File: config.mk
export PLATFORM = sky130hd
export DESIGN_NAME = adc_serial_conversion_port
export DESIGN_NICKNAME = d
export VERILOG_FILES = /design/src/design/sync_2ff.v /design/src/design/adc_serial_conversion_port.v
export VERILOG_INCLUDE_DIRS = /design/src /design/src/design
export SDC_FILE = /design/constraint.sdc
export NUM_CORES = 1
export LEC_CHECK = 0
export BUFFER_PORTS_ARGS = -buffer_cell sky130_fd_sc_hd__buf_2
export CORE_ASPECT_RATIO = 1.5
export CORE_MARGIN = 2
export CORE_UTILIZATION = 60
export CTS_BUF_LIST = sky130_fd_sc_hd__clkbuf_4 sky130_fd_sc_hd__clkbuf_8
export DETAILED_ROUTE_END_ITERATION = 16
export MAX_ROUTING_LAYER = met4
export PLACE_DENSITY = 0.77
export SETUP_SLACK_MARGIN = 0.3
export SYNTH_ARGS = -nofsm -noshare
export SYNTH_HDL_FRONTEND = slang
export SYNTH_SLANG_ARGS = --single-unit
File: constraint.sdc
create_clock -name clk -period 6.8 [get_ports clk]
set_input_delay 0.68 -clock clk [delete_from_list [all_inputs] [get_ports clk]]
set_output_delay 0.68 -clock clk [all_outputs]
set_load 0.01 [all_outputs]
File: src/design/adc_port_map.vh
// register layout and timing constants of the converter serial port
`ifndef ADC_PORT_MAP_VH
`define ADC_PORT_MAP_VH

// converter_setup field positions
`define SETUP_LOAD_HI        15
`define SETUP_LOAD_LO        14
`define SETUP_CHAN_HI        13
`define SETUP_CHAN_LO        11
`define SETUP_PWR_HI         10
`define SETUP_PWR_LO         9
`define SETUP_READBACK_BIT   7

// reset value: continuous operation, readback off
`define SETUP_RESET          16'h0200
// only load bits, channel, power and readback bits are kept
`define SETUP_WRITE_MASK     16'hFE80
`define SETUP_LOAD_KEY       2'h3

// serial word lengths
`define RESULT_BITS          5'h0C
`define SETUP_BITS           5'h10
`define READBACK_BITS        5'h1C

// conversion time in ns and cycle count at a 10 ns clock
`define CLK_PERIOD_NS        10
`define CONV_TIME_NS         7200
`define CONV_CYCLES          (`CONV_TIME_NS / `CLK_PERIOD_NS)
// last timer value of a conversion, kept equal to CONV_CYCLES - 1
`define CONV_LAST_CYCLE      10'h2CF

`endif

File: src/design/sync_2ff.v
// two-stage synchroniser for pin inputs
`timescale 1ns/100ps
module sync_2ff #(
  parameter W = 1
) (
  input  wire         clk,
  input  wire         rst,
  input  wire [W-1:0] d,
  output wire [W-1:0] q
);

  reg [W-1:0] meta_q;
  reg [W-1:0] sync_q;

  // first stage feeds only the second stage
  always @(posedge clk) begin
    if (rst) begin
      meta_q <= {W{1'b0}};
      sync_q <= {W{1'b0}};
    end else begin
      meta_q <= d;
      sync_q <= meta_q;
    end
  end

  assign q = sync_q;

endmodule

File: src/design/adc_serial_conversion_port.v
// serial conversion control and readback port of a sampling converter
`timescale 1ns/100ps
`include "adc_port_map.vh"

module adc_serial_conversion_port #(
  parameter DIFFERENTIAL = 1'b0
) (
  input  wire        clk,
  input  wire        rst,
  input  wire        convert_strobe,
  input  wire        sclk,
  input  wire        sdi,
  input  wire [11:0] conv_result,
  output reg         sdo_o,
  output reg         sdo_oe,
  output reg  [2:0]  channel_select,
  output reg         acquire,
  output reg         converting,
  output reg         power_down,
  output reg         sleep_mode
);

  localparam ST_IDLE = 3'b001;
  localparam ST_ACQ  = 3'b010;
  localparam ST_CONV = 3'b100;

  localparam [9:0] CONV_LAST = `CONV_LAST_CYCLE;

  //////////////////////////////////////////////////////////////////////////
  // pin synchronisation and edge detection

  wire [2:0] pins_s;
  reg  [2:0] pins_prev_q;
  wire       cnv_s;
  wire       sclk_s;
  wire       sdi_s;
  wire       cnv_rise;
  wire       cnv_fall;
  wire       sclk_rise;
  wire       sclk_fall;

  sync_2ff #(
    .W (3)
  ) u_pin_sync (
    .clk (clk),
    .rst (rst),
    .d   ({convert_strobe, sclk, sdi}),
    .q   (pins_s)
  );

  assign cnv_s  = pins_s[2];
  assign sclk_s = pins_s[1];
  assign sdi_s  = pins_s[0];

  //////////////////////////////////////////////////////////////////////////
  // synchroniser warm-up

  // edges held off until both sync stages carry real pin levels;
  // a strobe idling high would otherwise look like a rise after reset
  reg  [1:0]  warm_q;
  wire        pins_ok;
  wire        sclk_live;

  always @(posedge clk) begin
    if (rst) begin
      warm_q <= 2'h0;
    end else if (warm_q != 2'h3) begin
      warm_q <= warm_q + 2'h1;
    end
  end

  assign pins_ok   = (warm_q == 2'h3);
  assign sclk_live = pins_ok & ~cnv_s;

  always @(posedge clk) begin
    if (rst) begin
      pins_prev_q <= 3'h0;
    end else begin
      pins_prev_q <= pins_s;
    end
  end

  assign cnv_rise  = pins_ok & cnv_s & ~pins_prev_q[2];
  assign cnv_fall  = pins_ok & ~cnv_s & pins_prev_q[2];
  // serial clock edges count only while the strobe is low
  assign sclk_rise = sclk_s & ~pins_prev_q[1] & sclk_live;
  assign sclk_fall = ~sclk_s & pins_prev_q[1] & sclk_live;

  //////////////////////////////////////////////////////////////////////////
  // state machine and conversion timer

  reg  [2:0]  state_q;
  reg  [2:0]  state_d;
  reg  [9:0]  timer_q;
  wire        conv_done;

  assign conv_done = (state_q == ST_CONV) && (timer_q == CONV_LAST);

  always @* begin
    state_d = state_q;
    case (state_q)
      ST_IDLE: begin
        // a falling strobe from idle opens acquisition
        if (cnv_fall) begin
          state_d = ST_ACQ;
        end
      end
      ST_ACQ: begin
        // rising strobe at any sclk count starts the conversion
        if (cnv_rise) begin
          state_d = ST_CONV;
        end
      end
      ST_CONV: begin
        // strobe activity during conversion never restarts acquisition
        if (conv_done) begin
          state_d = ST_IDLE;
        end
      end
      default: begin
        state_d = ST_IDLE;
      end
    endcase
  end

  always @(posedge clk) begin
    if (rst) begin
      state_q <= ST_IDLE;
      timer_q <= 10'h000;
    end else begin
      state_q <= state_d;
      if (state_q != ST_CONV) begin
        timer_q <= 10'h000;
      end else if (!conv_done) begin
        timer_q <= timer_q + 10'h001;
      end
    end
  end

  //////////////////////////////////////////////////////////////////////////
  // setup word reception

  reg  [15:0] rx_sh_q;
  reg  [4:0]  rx_cnt_q;
  reg  [15:0] pend_q;
  reg         pend_vld_q;
  reg  [15:0] active_q;
  wire [15:0] rx_word;
  wire        rx_last;

  assign rx_word = {rx_sh_q[14:0], sdi_s};
  // msb arrives first, word complete on the sixteenth rising edge
  assign rx_last = sclk_rise && (rx_cnt_q == `SETUP_BITS - 5'h01);

  always @(posedge clk) begin
    if (rst) begin
      rx_sh_q    <= 16'h0000;
      rx_cnt_q   <= 5'h00;
      pend_q     <= `SETUP_RESET;
      pend_vld_q <= 1'b0;
      active_q   <= `SETUP_RESET;
    end else begin
      if (state_q == ST_IDLE && cnv_fall) begin
        rx_cnt_q <= 5'h00;
      end else if (sclk_rise && rx_cnt_q < `SETUP_BITS) begin
        rx_sh_q  <= rx_word;
        rx_cnt_q <= rx_cnt_q + 5'h01;
      end
      // held until the conversion under way completes
      if (rx_last &&
          rx_word[`SETUP_LOAD_HI:`SETUP_LOAD_LO] == `SETUP_LOAD_KEY) begin
        pend_q     <= rx_word & `SETUP_WRITE_MASK;
        pend_vld_q <= 1'b1;
      end else if (conv_done) begin
        pend_vld_q <= 1'b0;
      end
      if (conv_done && pend_vld_q) begin
        active_q <= pend_q;
      end
    end
  end

  //////////////////////////////////////////////////////////////////////////
  // output word capture

  reg  [27:0] out_word_q;
  wire [11:0] result_fmt;

  // core delivers offset binary; differential parts flip the msb
  assign result_fmt = DIFFERENTIAL ?
                      {~conv_result[11], conv_result[10:0]} :
                      conv_result;

  always @(posedge clk) begin
    if (rst) begin
      out_word_q <= {12'h000, `SETUP_RESET};
    end else if (conv_done) begin
      // result and the setup it was converted with, shifted next time
      out_word_q <= {result_fmt, active_q};
    end
  end

  //////////////////////////////////////////////////////////////////////////
  // output shifting and end-of-conversion signalling

  reg  [4:0]  tx_cnt_q;
  reg         hold_high_q;
  reg         eoc_q;
  wire [4:0]  tx_len;
  wire [4:0]  tx_idx;
  reg         sdo_d;
  reg         sdo_oe_d;

  assign tx_len = out_word_q[`SETUP_READBACK_BIT] ?
                  `READBACK_BITS : `RESULT_BITS;
  assign tx_idx = `READBACK_BITS - tx_cnt_q;

  always @(posedge clk) begin
    if (rst) begin
      tx_cnt_q    <= 5'h00;
      hold_high_q <= 1'b0;
      eoc_q       <= 1'b0;
    end else begin
      if (state_q == ST_IDLE && cnv_fall) begin
        tx_cnt_q <= 5'h00;
      end else if (sclk_fall && tx_cnt_q <= tx_len) begin
        // counter survives the strobe pulse so the bit is resumed
        tx_cnt_q <= tx_cnt_q + 5'h01;
      end
      // a read finished before conversion parks sdo high
      if (state_q == ST_ACQ && cnv_rise) begin
        hold_high_q <= (tx_cnt_q >= tx_len);
      end else if (state_q != ST_CONV) begin
        hold_high_q <= 1'b0;
      end
      // strobe already low at conversion end selects eoc signalling
      if (conv_done && !cnv_s) begin
        eoc_q <= 1'b1;
      end else if (cnv_rise) begin
        eoc_q <= 1'b0;
      end
    end
  end

  always @* begin
    sdo_d    = 1'b1;
    sdo_oe_d = 1'b0;
    if (cnv_s) begin
      sdo_oe_d = 1'b0;
    end else if (eoc_q) begin
      sdo_d    = 1'b0;
      sdo_oe_d = 1'b1;
    end else if (state_q == ST_CONV && hold_high_q) begin
      sdo_d    = 1'b1;
      sdo_oe_d = 1'b1;
    end else if (state_q == ST_ACQ || state_q == ST_CONV) begin
      if (tx_cnt_q == 5'h00) begin
        // waiting for the first falling edge to present the msb
        sdo_d    = 1'b1;
        sdo_oe_d = 1'b1;
      end else if (tx_cnt_q <= tx_len) begin
        sdo_d    = out_word_q[tx_idx];
        sdo_oe_d = 1'b1;
      end else begin
        sdo_oe_d = 1'b0;
      end
    end
  end

  //////////////////////////////////////////////////////////////////////////
  // registered outputs

  always @(posedge clk) begin
    if (rst) begin
      sdo_o          <= 1'b1;
      sdo_oe         <= 1'b0;
      channel_select <= 3'h0;
      acquire        <= 1'b0;
      converting     <= 1'b0;
      power_down     <= 1'b0;
      sleep_mode     <= 1'b0;
    end else begin
      sdo_o  <= sdo_d;
      sdo_oe <= sdo_oe_d;
      if (DIFFERENTIAL) begin
        channel_select <= {1'b0, active_q[`SETUP_CHAN_LO+1:`SETUP_CHAN_LO]};
      end else begin
        channel_select <= active_q[`SETUP_CHAN_HI:`SETUP_CHAN_LO];
      end
      acquire    <= (state_q == ST_ACQ);
      converting <= (state_q == ST_CONV);
      // idle power state; sleep overrides power down
      power_down <= (state_q == ST_IDLE) &&
                    !active_q[`SETUP_PWR_HI] &&
                    !active_q[`SETUP_PWR_LO];
      sleep_mode <= (state_q == ST_IDLE) &&
                    active_q[`SETUP_PWR_HI];
    end
  end

endmodule

# == Yosys cells after proc, flatten, opt, wreduce, memory -nomap -nowiden ==
# Cells that the tools add are included.
# totals
elab_cells,105
inputBits,17
reg_bits,97
output_inout_bits,9
# classes
order_cmp,4
eq_ne,12
add_sub_neg,5
n_reduce_logical,26
muxes,23
n_bitwise,13
# ops
operator,n
$mux 1,17
$logic_and 1x1->1,13
$add 10x1->10 const B,1
$add 5x1->5 const B,2
$eq 10x10->1 const B,1
$mux 3,3
$pmux 3 s3,1
$and 1x1->1,8
$ne 2x2->1 const B,4
$lt 5x6->1 const B,1
$reduce_bool 2->1,3
$reduce_or 2->1,3
$bmux 1 s5,1
$eq 5x4->1 const B,1
$ge 5x5->1,1
$le 5x5->1,1
$logic_not 5->1,1
$lt 5x5->1 const B,1
$mux 5,1
$not 1->1,5
$sub 5x5->5 const A,1
$eq 2x2->1 const B,2
$eq 3x1->1 const B,1
$eq 3x2->1 const B,1
7 further kinds,9

# == Logic depth before layout (Yosys ltp) ==
# Gate-level depths: netlist of run 1.
# logic_depth
word_depth,8
depth_mapped,11
depth_no_buf,7

# == Hierarchy ==
# A second synthesis of run 1 with hierarchy kept.
# unflattened
cells_unflattened,451
hier_area_um2,4050.1
# modules_own_cells
module,area_each_um2,cells_per_inst,seq_area_each_um2,n_inst
adc_serial_conversion_port,3892.5,439,1801.7,1
sync_2ff,157.7,12,120.1,1

# == Worst setup path before layout of run 1 ==
# OpenSTA, ideal clock, no wires.
# synth_path
kind,reg2reg
from,register tx_cnt_q[0]
to,register sdo_o
stages_incl_launch_ff,12
required_time_ns,6.684
period_less_slack_ns,2.634
t_arrival_ns,2.517
n_path_buf,4
path_slack_ns,4.166
setup_time_ns,0.116
cell_sequence,dfxtp_1 clkbuf_1 buf_1 inv_1 ha_1 buf_6 buf_2 mux4_2 nand3_1 and3_1 nand4_1 o211a_1
# synth_between
elab_chain_len,8
elab_cells_between_ends,10
classes_between,add/sub: 1; order compare: 1; mux: 7; reduce/logical: 1
# synth_lines
element,line,rtl
from (decl),adc_serial_conversion_port.v:206,reg [4:0] tx_cnt_q;
from (signal assigned),adc_serial_conversion_port.v:228,tx_cnt_q <= tx_cnt_q + 5'h01;
$sub 5x5->5 (no source line),--,
$bmux 1 s5,adc_serial_conversion_port.v:262,sdo_d = out_word_q[tx_idx];
$mux 1 (implied by the code),adc_serial_conversion_port.v:262,
$mux 1,adc_serial_conversion_port.v:261,end else if (tx_cnt_q <= tx_len) begin
$mux 1 *,adc_serial_conversion_port.v:257,if (tx_cnt_q == 5'h00) begin
$mux 1 *,adc_serial_conversion_port.v:256,end else if (state_q == ST_ACQ || state_q == ST_CONV) begin
$mux 1 *,adc_serial_conversion_port.v:253,end else if (state_q == ST_CONV && hold_high_q) begin
$mux 1 *,adc_serial_conversion_port.v:250,end else if (eoc_q) begin
to (signal assigned),adc_serial_conversion_port.v:283,sdo_o <= sdo_d;
to (decl),adc_serial_conversion_port.v:14,"output reg sdo_o,"
# Every way passes the cells marked *; elsewhere a longest branch is shown, timed or not. The select of a mux whose other input is x is not followed.
# A chain may end at the register's enable or synchronous reset.

# == Worst setup path in the final report of run 1 ==
# Ends and elaborated chain as after synthesis.

==> impl_metrics.prom, run 1 <==
# TYPE chip_impl_metric gauge
chip_impl_metric{name="top_level_ports",unit=""} 26
chip_impl_metric{name="cts-buffers-inserted",unit=""} 9
chip_impl_metric{name="core_util_final",unit="%"} 65.4
chip_impl_metric{name="initial_core_util",unit="%"} 61.1
chip_impl_metric{name="detail_route.wl_per_cell",unit="um"} 13.5
chip_impl_metric{name="cts.sink_count",unit=""} 96
chip_impl_metric{name="postCtsResizedCells",unit=""} 0
chip_impl_metric{name="fill_cells",unit=""} 564
chip_impl_metric{name="total_power",unit="W"} 0.000984
chip_impl_metric{name="gp_congestion",unit=""} 0.852
chip_impl_metric{name="buffer_ports.inserted",unit=""} 25
chip_impl_info{name="timing.critical_path.from_type",value="flop"} 1
chip_impl_metric{name="cts_buffer_depth",unit=""} 2
chip_impl_metric{name="synth.ff_latch_count",unit=""} 96
chip_impl_metric{name="footprint_of_the_multi_input_gates",unit="um2"} 2030
chip_impl_metric{name="die_width",unit="um"} 72.0
chip_impl_metric{name="drt-vias-per-instance",unit=""} 5.72
chip_impl_metric{name="ys_seq_area_share",unit="%"} 46.2
chip_impl_metric{name="fin_setup_tns",unit="ns"} 0
chip_impl_metric{name="final_period_minus_worst_setup_slack",unit="ns"} 2.92
chip_impl_metric{name="synthDominantCellAreaShare",unit="%"} 46.2
chip_impl_metric{name="dpl-instance-area",unit="um2"} 4230
chip_impl_info{name="clock-root-buffer",value="sky130_fd_sc_hd__clkbuf_8"} 1
chip_impl_metric{name="stdcell_area",unit="um2"} 4450
chip_impl_metric{name="drt_pre_antenna_iters",unit=""} 5
chip_impl_metric{name="seqCellArea",unit="um2"} 1920
chip_impl_metric{name="worst_ep_arrival_time",unit="ns"} 3.24
chip_impl_metric{name="worst_path_required",unit="ns"} 7.12
chip_impl_info{name="yosys.area.top_type",value="sky130_fd_sc_hd__dfxtp_1"} 1
chip_impl_metric{name="netlist_area",unit="um2"} 4160
chip_impl_metric{name="yosysUniqueCellTypes",unit=""} 54
chip_impl_info{name="run_status",value="completed"} 1
chip_impl_info{name="most_common_cell_in_the_synthesized_netlist",value="sky130_fd_sc_hd__dfxtp_1"} 1
chip_impl_metric{name="drc_marker_count_from_the_first_detailed_route_iteration",unit=""} 204
chip_impl_metric{name="gr-usage-all-layers",unit="%"} 21.9
chip_impl_metric{name="cp_max_fo",unit=""} 17
chip_impl_metric{name="min_period_over_period",unit="%"} 43.0
chip_impl_metric{name="route.detailed.drc",unit=""} 0
chip_impl_metric{name="coreArea",unit="um2"} 6810
chip_impl_metric{name="report.final.hold_viol_count",unit=""} 0
chip_impl_metric{name="place.detailed.hpwl",unit="um"} 5170
chip_impl_metric{name="post_synth_edffs",unit=""} 0
chip_impl_metric{name="synthesis.instances",unit=""} 455
chip_impl_metric{name="first_global_vias",unit=""} 2957
chip_impl_metric{name="worst_setup_hold_path_clk_slew",unit="ns"} 0.09
chip_impl_metric{name="flow.area_growth_from_synthesis",unit="%"} 7.01
chip_impl_metric{name="tightest_slew",unit="ns"} 0.795
chip_impl_metric{name="vias",unit=""} 3133
chip_impl_metric{name="antenna_found_initial",unit=""} 0
chip_impl_metric{name="synth_nets",unit=""} 479
chip_impl_metric{name="drt-total-wl",unit="um"} 7410
chip_impl_metric{name="die_area",unit="um2"} 7620
chip_impl_info{name="hold_path_class",value="flop to flop"} 1
chip_impl_metric{name="grt_first_pass_wirelength",unit="um"} 12800
chip_impl_info{name="timing.critical_path.to_type",value="flop"} 1
chip_impl_metric{name="placement_rows",unit=""} 37
chip_impl_metric{name="clk-insertion-delay-late",unit="ns"} 0.37
chip_impl_metric{name="num-nets-final",unit=""} 489
chip_impl_metric{name="cts.hold.buffers_added",unit=""} 0
chip_impl_metric{name="height_of_the_die",unit="um"} 106
chip_impl_info{name="setup_repair_after_global_routing_missed_its_margin",value="no"} 1
chip_impl_metric{name="place_ws",unit="ns"} 3.90
chip_impl_metric{name="final-max-slew-violation-count",unit=""} 0
chip_impl_info{name="worstSetupPathType",value="flop to flop"} 1
chip_impl_metric{name="yosys_warnings",unit=""} 0
chip_impl_metric{name="maximum_resistive_drop_on_vdd",unit="V"} 0.000178
chip_impl_metric{name="max_cap_viol_count",unit=""} 0
chip_impl_metric{name="timing.fmax",unit="MHz"} 342
chip_impl_metric{name="worst_slew_margin_rel",unit="%"} 46.6
chip_impl_metric{name="power_per_cell_area",unit="nW/um2"} 221
chip_impl_metric{name="final_layout_size_suffix_gt1_share",unit="%"} 12.8
chip_impl_metric{name="insertedDiodeCount",unit=""} 0
chip_impl_metric{name="postSynth.asyncResetShare",unit="%"} 0
chip_impl_metric{name="htreeDepth",unit=""} 3
chip_impl_metric{name="cellLeakagePower",unit="nW"} 1.62
chip_impl_info{name="cts_tree",value="done"} 1
chip_impl_metric{name="post_cts_buffers",unit=""} 0
chip_impl_info{name="yosys-top-cells-count",value="sky130_fd_sc_hd__dfxtp_1, sky130_fd_sc_hd__nor2_1, sky130_fd_sc_hd__nand2_1"} 1
chip_impl_metric{name="synth_area_per_cell",unit="um2"} 9.14
chip_impl_metric{name="finalClockSkew",unit="ns"} 0.0135
chip_impl_metric{name="grt_overflow_total",unit=""} 0
chip_impl_metric{name="setup_viol",unit=""} 0
chip_impl_info{name="synthFlopType",value="sky130_fd_sc_hd__dfxtp_1"} 1
chip_impl_metric{name="final.setup.worst_slack",unit="ns"} 3.88
chip_impl_metric{name="maximum_number_of_pins_on_one_net_before_global_route_repair",unit=""} 76
chip_impl_info{name="synth_top_cells_by_area",value="sky130_fd_sc_hd__dfxtp_1, sky130_fd_sc_hd__mux2i_1, sky130_fd_sc_hd__nor2_1"} 1
chip_impl_metric{name="drt.antenna.violating_nets",unit=""} 0
[stage by stage]
stage	hold slack, ns	std cells
2_1_floorplan	0.414	455
3_3_place_gp	0.420	532
3_5_place_dp	0.420	532
4_1_cts	0.443	548
5_1_grt	0.462	548
6_report	0.443	548
[placed cells by master (no fill, tap or decap), types with 7 or more instances in the layout]
| cell type | n |
|---|---|
| sky130_fd_sc_hd__a21oi_1 | 36 |
| sky130_fd_sc_hd__buf_2 | 25 |
| sky130_fd_sc_hd__clkbuf_8 | 11 |
| sky130_fd_sc_hd__dfxtp_1 | 96 |
| sky130_fd_sc_hd__ha_1 | 7 |
| sky130_fd_sc_hd__inv_1 | 10 |
| sky130_fd_sc_hd__mux2i_1 | 34 |
| sky130_fd_sc_hd__nand2_1 | 51 |
| sky130_fd_sc_hd__nand3_1 | 14 |
| sky130_fd_sc_hd__nand4_1 | 9 |
| sky130_fd_sc_hd__nor2_1 | 55 |
| sky130_fd_sc_hd__nor2b_1 | 16 |
| sky130_fd_sc_hd__nor3_1 | 14 |
| sky130_fd_sc_hd__o21ai_0 | 8 |
| sky130_fd_sc_hd__xor2_1 | 7 |
[power by group]
| part | total (W) | switching, W | internal [W] |
|---|---|---|---|
| clock network | 0.000390 | 0.000197 | 0.000193 |
| registers | 0.000569 | 0.00000280 | 0.000567 |
| logic | 0.0000255 | 0.0000151 | 0.0000104 |
[routing by layer]
metal	vias up	track usage, %	wire length (um)
met2	50	35.6	3870
met5	-	-	0
met1	1475	25.0	3160
met4	0	11.5	183
met3	14	4.83	202
li1	1594	-	-
[logic make-up after synthesis]
family,count (synthesis),share of synthesized area [%]
mux,39,10.6
compound gates,70,10.3
simple gates,193,23.4
buf+inv,38,4.82
fa+ha+maj,7,2.11
flops,96,46.2
xor+xnor,12,2.53
[worst max-delay path: stages (launching register included)]
cell,delay (ns)
sky130_fd_sc_hd__dfxtp_1,0.69
sky130_fd_sc_hd__inv_1,0.18
sky130_fd_sc_hd__ha_1,0.71
sky130_fd_sc_hd__mux2i_1,0.19
sky130_fd_sc_hd__mux4_2,0.48
sky130_fd_sc_hd__or3b_1,0.39
sky130_fd_sc_hd__nand4_1,0.09
sky130_fd_sc_hd__o211a_1,0.14
[final cells by class]
class                      instances  share of cell area, %
inverter                          10                  0.844
sequential                        96                   43.2
tap                               78                   2.19
timing repair buffer              27                   3.15
clock buffer                      11                   3.40
clock inverter                     5                   1.46
multi-input combinational        321                   45.7
[flip-flops by register name, indices dropped and copies added, names as in the netlist]
| name | cells |
|---|---|
| u_pin_sync.q | 3 |
| active_q | 8 |
| sdo_oe | 1 |
| pend_q | 8 |
| state_q | 3 |
| warm_q | 2 |
| out_word_q | 20 |
| power_down | 1 |
| rx_sh_q | 15 |
| tx_cnt_q | 5 |
| pend_vld_q | 1 |
| eoc_q | 1 |
| timer_q | 10 |
| acquire | 1 |
| converting | 1 |
| sdo_o | 1 |
| hold_high_q | 1 |
| u_pin_sync.meta_q | 3 |
| channel_select | 3 |
| rx_cnt_q | 5 |
| pins_prev_q | 2 |
| sleep_mode | 1 |
[final timing paths]
| path | start | slack (ns) | cells past startpoint | to |
|---|---|---|---|---|
| setup / recovery | tx_cnt_q[0] | 3.88 | 7 | sdo_o |
| hold / removal | u_pin_sync.meta_q[1] | 0.44 | 1 | u_pin_sync.q[1] |
| setup reg to reg | tx_cnt_q[0] | 3.88 | 7 | sdo_o |
| hold reg to reg | u_pin_sync.meta_q[1] | 0.44 | 1 | u_pin_sync.q[1] |
(Power assumes the default switching activity.)
==> inputs of run 2 (changes only) <==
==> constraint.sdc (replaced) <==
create_clock -name clk -period 2.7 [get_ports clk]
set_input_delay 0.27 -clock clk [delete_from_list [all_inputs] [get_ports clk]]
set_output_delay 0.27 -clock clk [all_outputs]
set_load 0.01 [all_outputs]
==> run 2 against run 1 <==
  * Non-clock buffer count grew 11
  * Clock power increased to 2.7 times the previous value
  * Cell count rose by 2.0%
  * First-iteration DRC count down 25%
  * Sequential share of layout area down 0.85 points
  * Critical path depth is the same
  * Die area did not move
  * Worst hold slack worse by 0.34 ns
  * Clock-buffer cell count decreased by 1
  * Critical path type unchanged
  * Highest routed layer unchanged
==> impl_metrics.prom, run 2 (synthesis results as in run 1) <==
# TYPE chip_impl_metric gauge
chip_impl_metric{name="antenna_found_initial",unit=""} 0
chip_impl_metric{name="hold-worst-slack",unit="ns"} 0.104
chip_impl_metric{name="max_cap_viol_count",unit=""} 0
chip_impl_info{name="hold_path_class",value="primary input to flop"} 1
chip_impl_metric{name="htreeDepth",unit=""} 3
chip_impl_info{name="top_regs",value="out_word_q x20, rx_sh_q x15, timer_q x10"} 1
chip_impl_info{name="launch_point_of_the_critical_path",value="tx_cnt_q[1]"} 1
chip_impl_info{name="timing.critical_path.from_type",value="flop"} 1
chip_impl_metric{name="timing.fmax",unit="MHz"} 448
chip_impl_info{name="mostFrequentLayoutCells",value="sky130_fd_sc_hd__dfxtp_1, sky130_fd_sc_hd__nor2_1, sky130_fd_sc_hd__nand2_1"} 1
chip_impl_metric{name="die_width",unit="um"} 72.0
chip_impl_metric{name="worst_path_required",unit="ns"} 3.01
chip_impl_metric{name="cts_buffer_depth",unit=""} 2
chip_impl_info{name="min-delay-start",value="convert_strobe"} 1
chip_impl_info{name="worstSetupPathType",value="flop to flop"} 1
chip_impl_info{name="regToRegStartpoint",value="tx_cnt_q[1]"} 1
chip_impl_metric{name="worst_slew_margin_rel",unit="%"} 61.3
chip_impl_metric{name="height_of_the_die",unit="um"} 106
chip_impl_info{name="crit_family",value="multiplexers"} 1
chip_impl_metric{name="coreArea",unit="um2"} 6810
chip_impl_metric{name="flow.area_growth_from_synthesis",unit="%"} 9.24
chip_impl_metric{name="worst_ep_arrival_time",unit="ns"} 2.55
chip_impl_metric{name="cts-buffers-inserted",unit=""} 9
chip_impl_metric{name="drt-vias-per-instance",unit=""} 5.67
chip_impl_metric{name="final-max-slew-violation-count",unit=""} 0
chip_impl_metric{name="final_layout_size_suffix_gt1_share",unit="%"} 15.2
chip_impl_metric{name="first_global_vias",unit=""} 2857
chip_impl_metric{name="num-nets-final",unit=""} 500
chip_impl_info{name="timing.critical_path.to_type",value="flop"} 1
chip_impl_metric{name="buffer_ports.inserted",unit=""} 25
chip_impl_metric{name="cellLeakagePower",unit="nW"} 1.68
chip_impl_info{name="cp_slowest_cell",value="sky130_fd_sc_hd__ha_2"} 1
chip_impl_metric{name="top_level_ports",unit=""} 26
chip_impl_metric{name="placement_rows",unit=""} 37
chip_impl_metric{name="drc_marker_count_from_the_first_detailed_route_iteration",unit=""} 153
chip_impl_info{name="cts_tree",value="done"} 1
chip_impl_metric{name="gp_congestion",unit=""} 0.869
chip_impl_metric{name="core_util_final",unit="%"} 66.7
chip_impl_metric{name="worst_setup_hold_path_clk_slew",unit="ns"} 0.10
chip_impl_metric{name="drt.antenna.violating_nets",unit=""} 0
chip_impl_metric{name="die_area",unit="um2"} 7620
chip_impl_metric{name="clk-insertion-delay-late",unit="ns"} 0.37
chip_impl_info{name="leading_cell_type_in_the_layout_fill_and_taps_excluded",value="sky130_fd_sc_hd__dfxtp_1"} 1
chip_impl_info{name="cp_cell_sequence",value="inv_1 -> ha_2 -> mux2i_1 -> mux4_2 -> or3b_1 -> nand4_1 -> o211a_1"} 1
chip_impl_metric{name="maximum_number_of_pins_on_one_net_before_global_route_repair",unit=""} 48
chip_impl_metric{name="cp_max_fo",unit=""} 10
chip_impl_metric{name="max_stage_delay",unit="ns"} 0.46
chip_impl_metric{name="grt_first_pass_wirelength",unit="um"} 12700
chip_impl_metric{name="insertedDiodeCount",unit=""} 0
chip_impl_metric{name="finalClockSkew",unit="ns"} 0.0115
chip_impl_metric{name="tightest_slew",unit="ns"} 0.580
chip_impl_metric{name="cts.sink_count",unit=""} 96
chip_impl_metric{name="drt_pre_antenna_iters",unit=""} 4
chip_impl_metric{name="finalNonFillerCells",unit=""} 559
chip_impl_metric{name="final_period_minus_worst_setup_slack",unit="ns"} 2.23
chip_impl_metric{name="detail_route.wl_per_cell",unit="um"} 13.8
chip_impl_metric{name="setup_viol",unit=""} 0
chip_impl_metric{name="min_period_over_period",unit="%"} 82.7
chip_impl_metric{name="report.final.hold_viol_count",unit=""} 0
chip_impl_info{name="clock-root-buffer",value="sky130_fd_sc_hd__clkbuf_8"} 1
chip_impl_metric{name="initial_core_util",unit="%"} 61.1
chip_impl_info{name="run_status",value="completed"} 1
chip_impl_metric{name="fin_setup_tns",unit="ns"} 0
chip_impl_metric{name="route.detailed.drc",unit=""} 0
chip_impl_metric{name="maximum_resistive_drop_on_vdd",unit="V"} 0.000361
chip_impl_metric{name="grt_overflow_total",unit=""} 0
chip_impl_metric{name="vias",unit=""} 3169
chip_impl_metric{name="largest_reg_flops",unit=""} 20
chip_impl_info{name="setup_repair_after_global_routing_missed_its_margin",value="no"} 1
chip_impl_info{name="regMostFlops",value="out_word_q"} 1
chip_impl_metric{name="gr-usage-all-layers",unit="%"} 21.9
chip_impl_metric{name="power_per_cell_area",unit="nW/um2"} 559
chip_impl_metric{name="place_inst",unit=""} 542
chip_impl_metric{name="drt-total-wl",unit="um"} 7720
chip_impl_metric{name="place.detailed.hpwl",unit="um"} 5430
chip_impl_metric{name="timing.critical_path.buf_inv",unit=""} 1
-- run 2: final timing paths --
check                                            end  slack, ns  depth (start not counted)
worst max-delay path                           sdo_o       0.47                          7
worst min-delay path            u_pin_sync.meta_q[2]       0.10                          2
worst max register to register                 sdo_o       0.47                          7
worst min register to register            rx_sh_q[0]       0.44                          2
-- run 2: timing repair --
action                                  CTS  global route
hold buffers                              0             0
pin swaps                                 0             1
gates resized for setup                   1             2
endpoints found under the setup margin    1             2
setup buffers                             0             1
endpoints found under the hold margin     0             0
-- run 2: area by class of cell --
type | instances | area [um2]
Multi-Input combinational cell | 321 | 2040
Tap cell | 78 | 97.6
Clock buffer | 10 | 131
Clock inverter | 6 | 90.1
Timing Repair Buffer | 38 | 223
Sequential cell | 96 | 1920
Inverter | 10 | 37.5
Fill cell | 563 | 2260
-- run 2: where the power goes --
part,switching (W),internal [W]
registers,0.00000664,0.00143
logic,0.0000397,0.0000278
clock network,0.000501,0.000537
-- run 2: through the flow --
step | setup WS [ns] | total power (W) | instance area, um2
floorplan | 0.317 | 0.00151 | 4160
finish | 0.468 | 0.00254 | 4540
global placement | 0.379 | 0.00153 | 4310
CTS | 0.363 | 0.00256 | 4530
detailed placement | 0.313 | 0.00153 | 4310
global route | 0.386 | 0.00263 | 4540
-- run 2: worst register-to-register path, cell delays in order (launching register included) --
cell	delay [ns]
sky130_fd_sc_hd__dfxtp_2	0.43
sky130_fd_sc_hd__inv_1	0.07
sky130_fd_sc_hd__ha_2	0.46
sky130_fd_sc_hd__mux2i_1	0.13
sky130_fd_sc_hd__mux4_2	0.46
sky130_fd_sc_hd__or3b_1	0.38
sky130_fd_sc_hd__nand4_1	0.11
sky130_fd_sc_hd__o211a_1	0.15
-- run 2: routing by layer --
metal  part of all wire (%)  wire [um]  global-route usage [%]  vias to the layer above
met5                      0          0                       -                        -
met4                    3.2        249                    11.6                        0
met3                    3.4        265                    4.45                       19
met2                     50       3860                    34.4                       69
met1                     43       3340                    26.2                     1473
li1                       -          -                       -                     1608
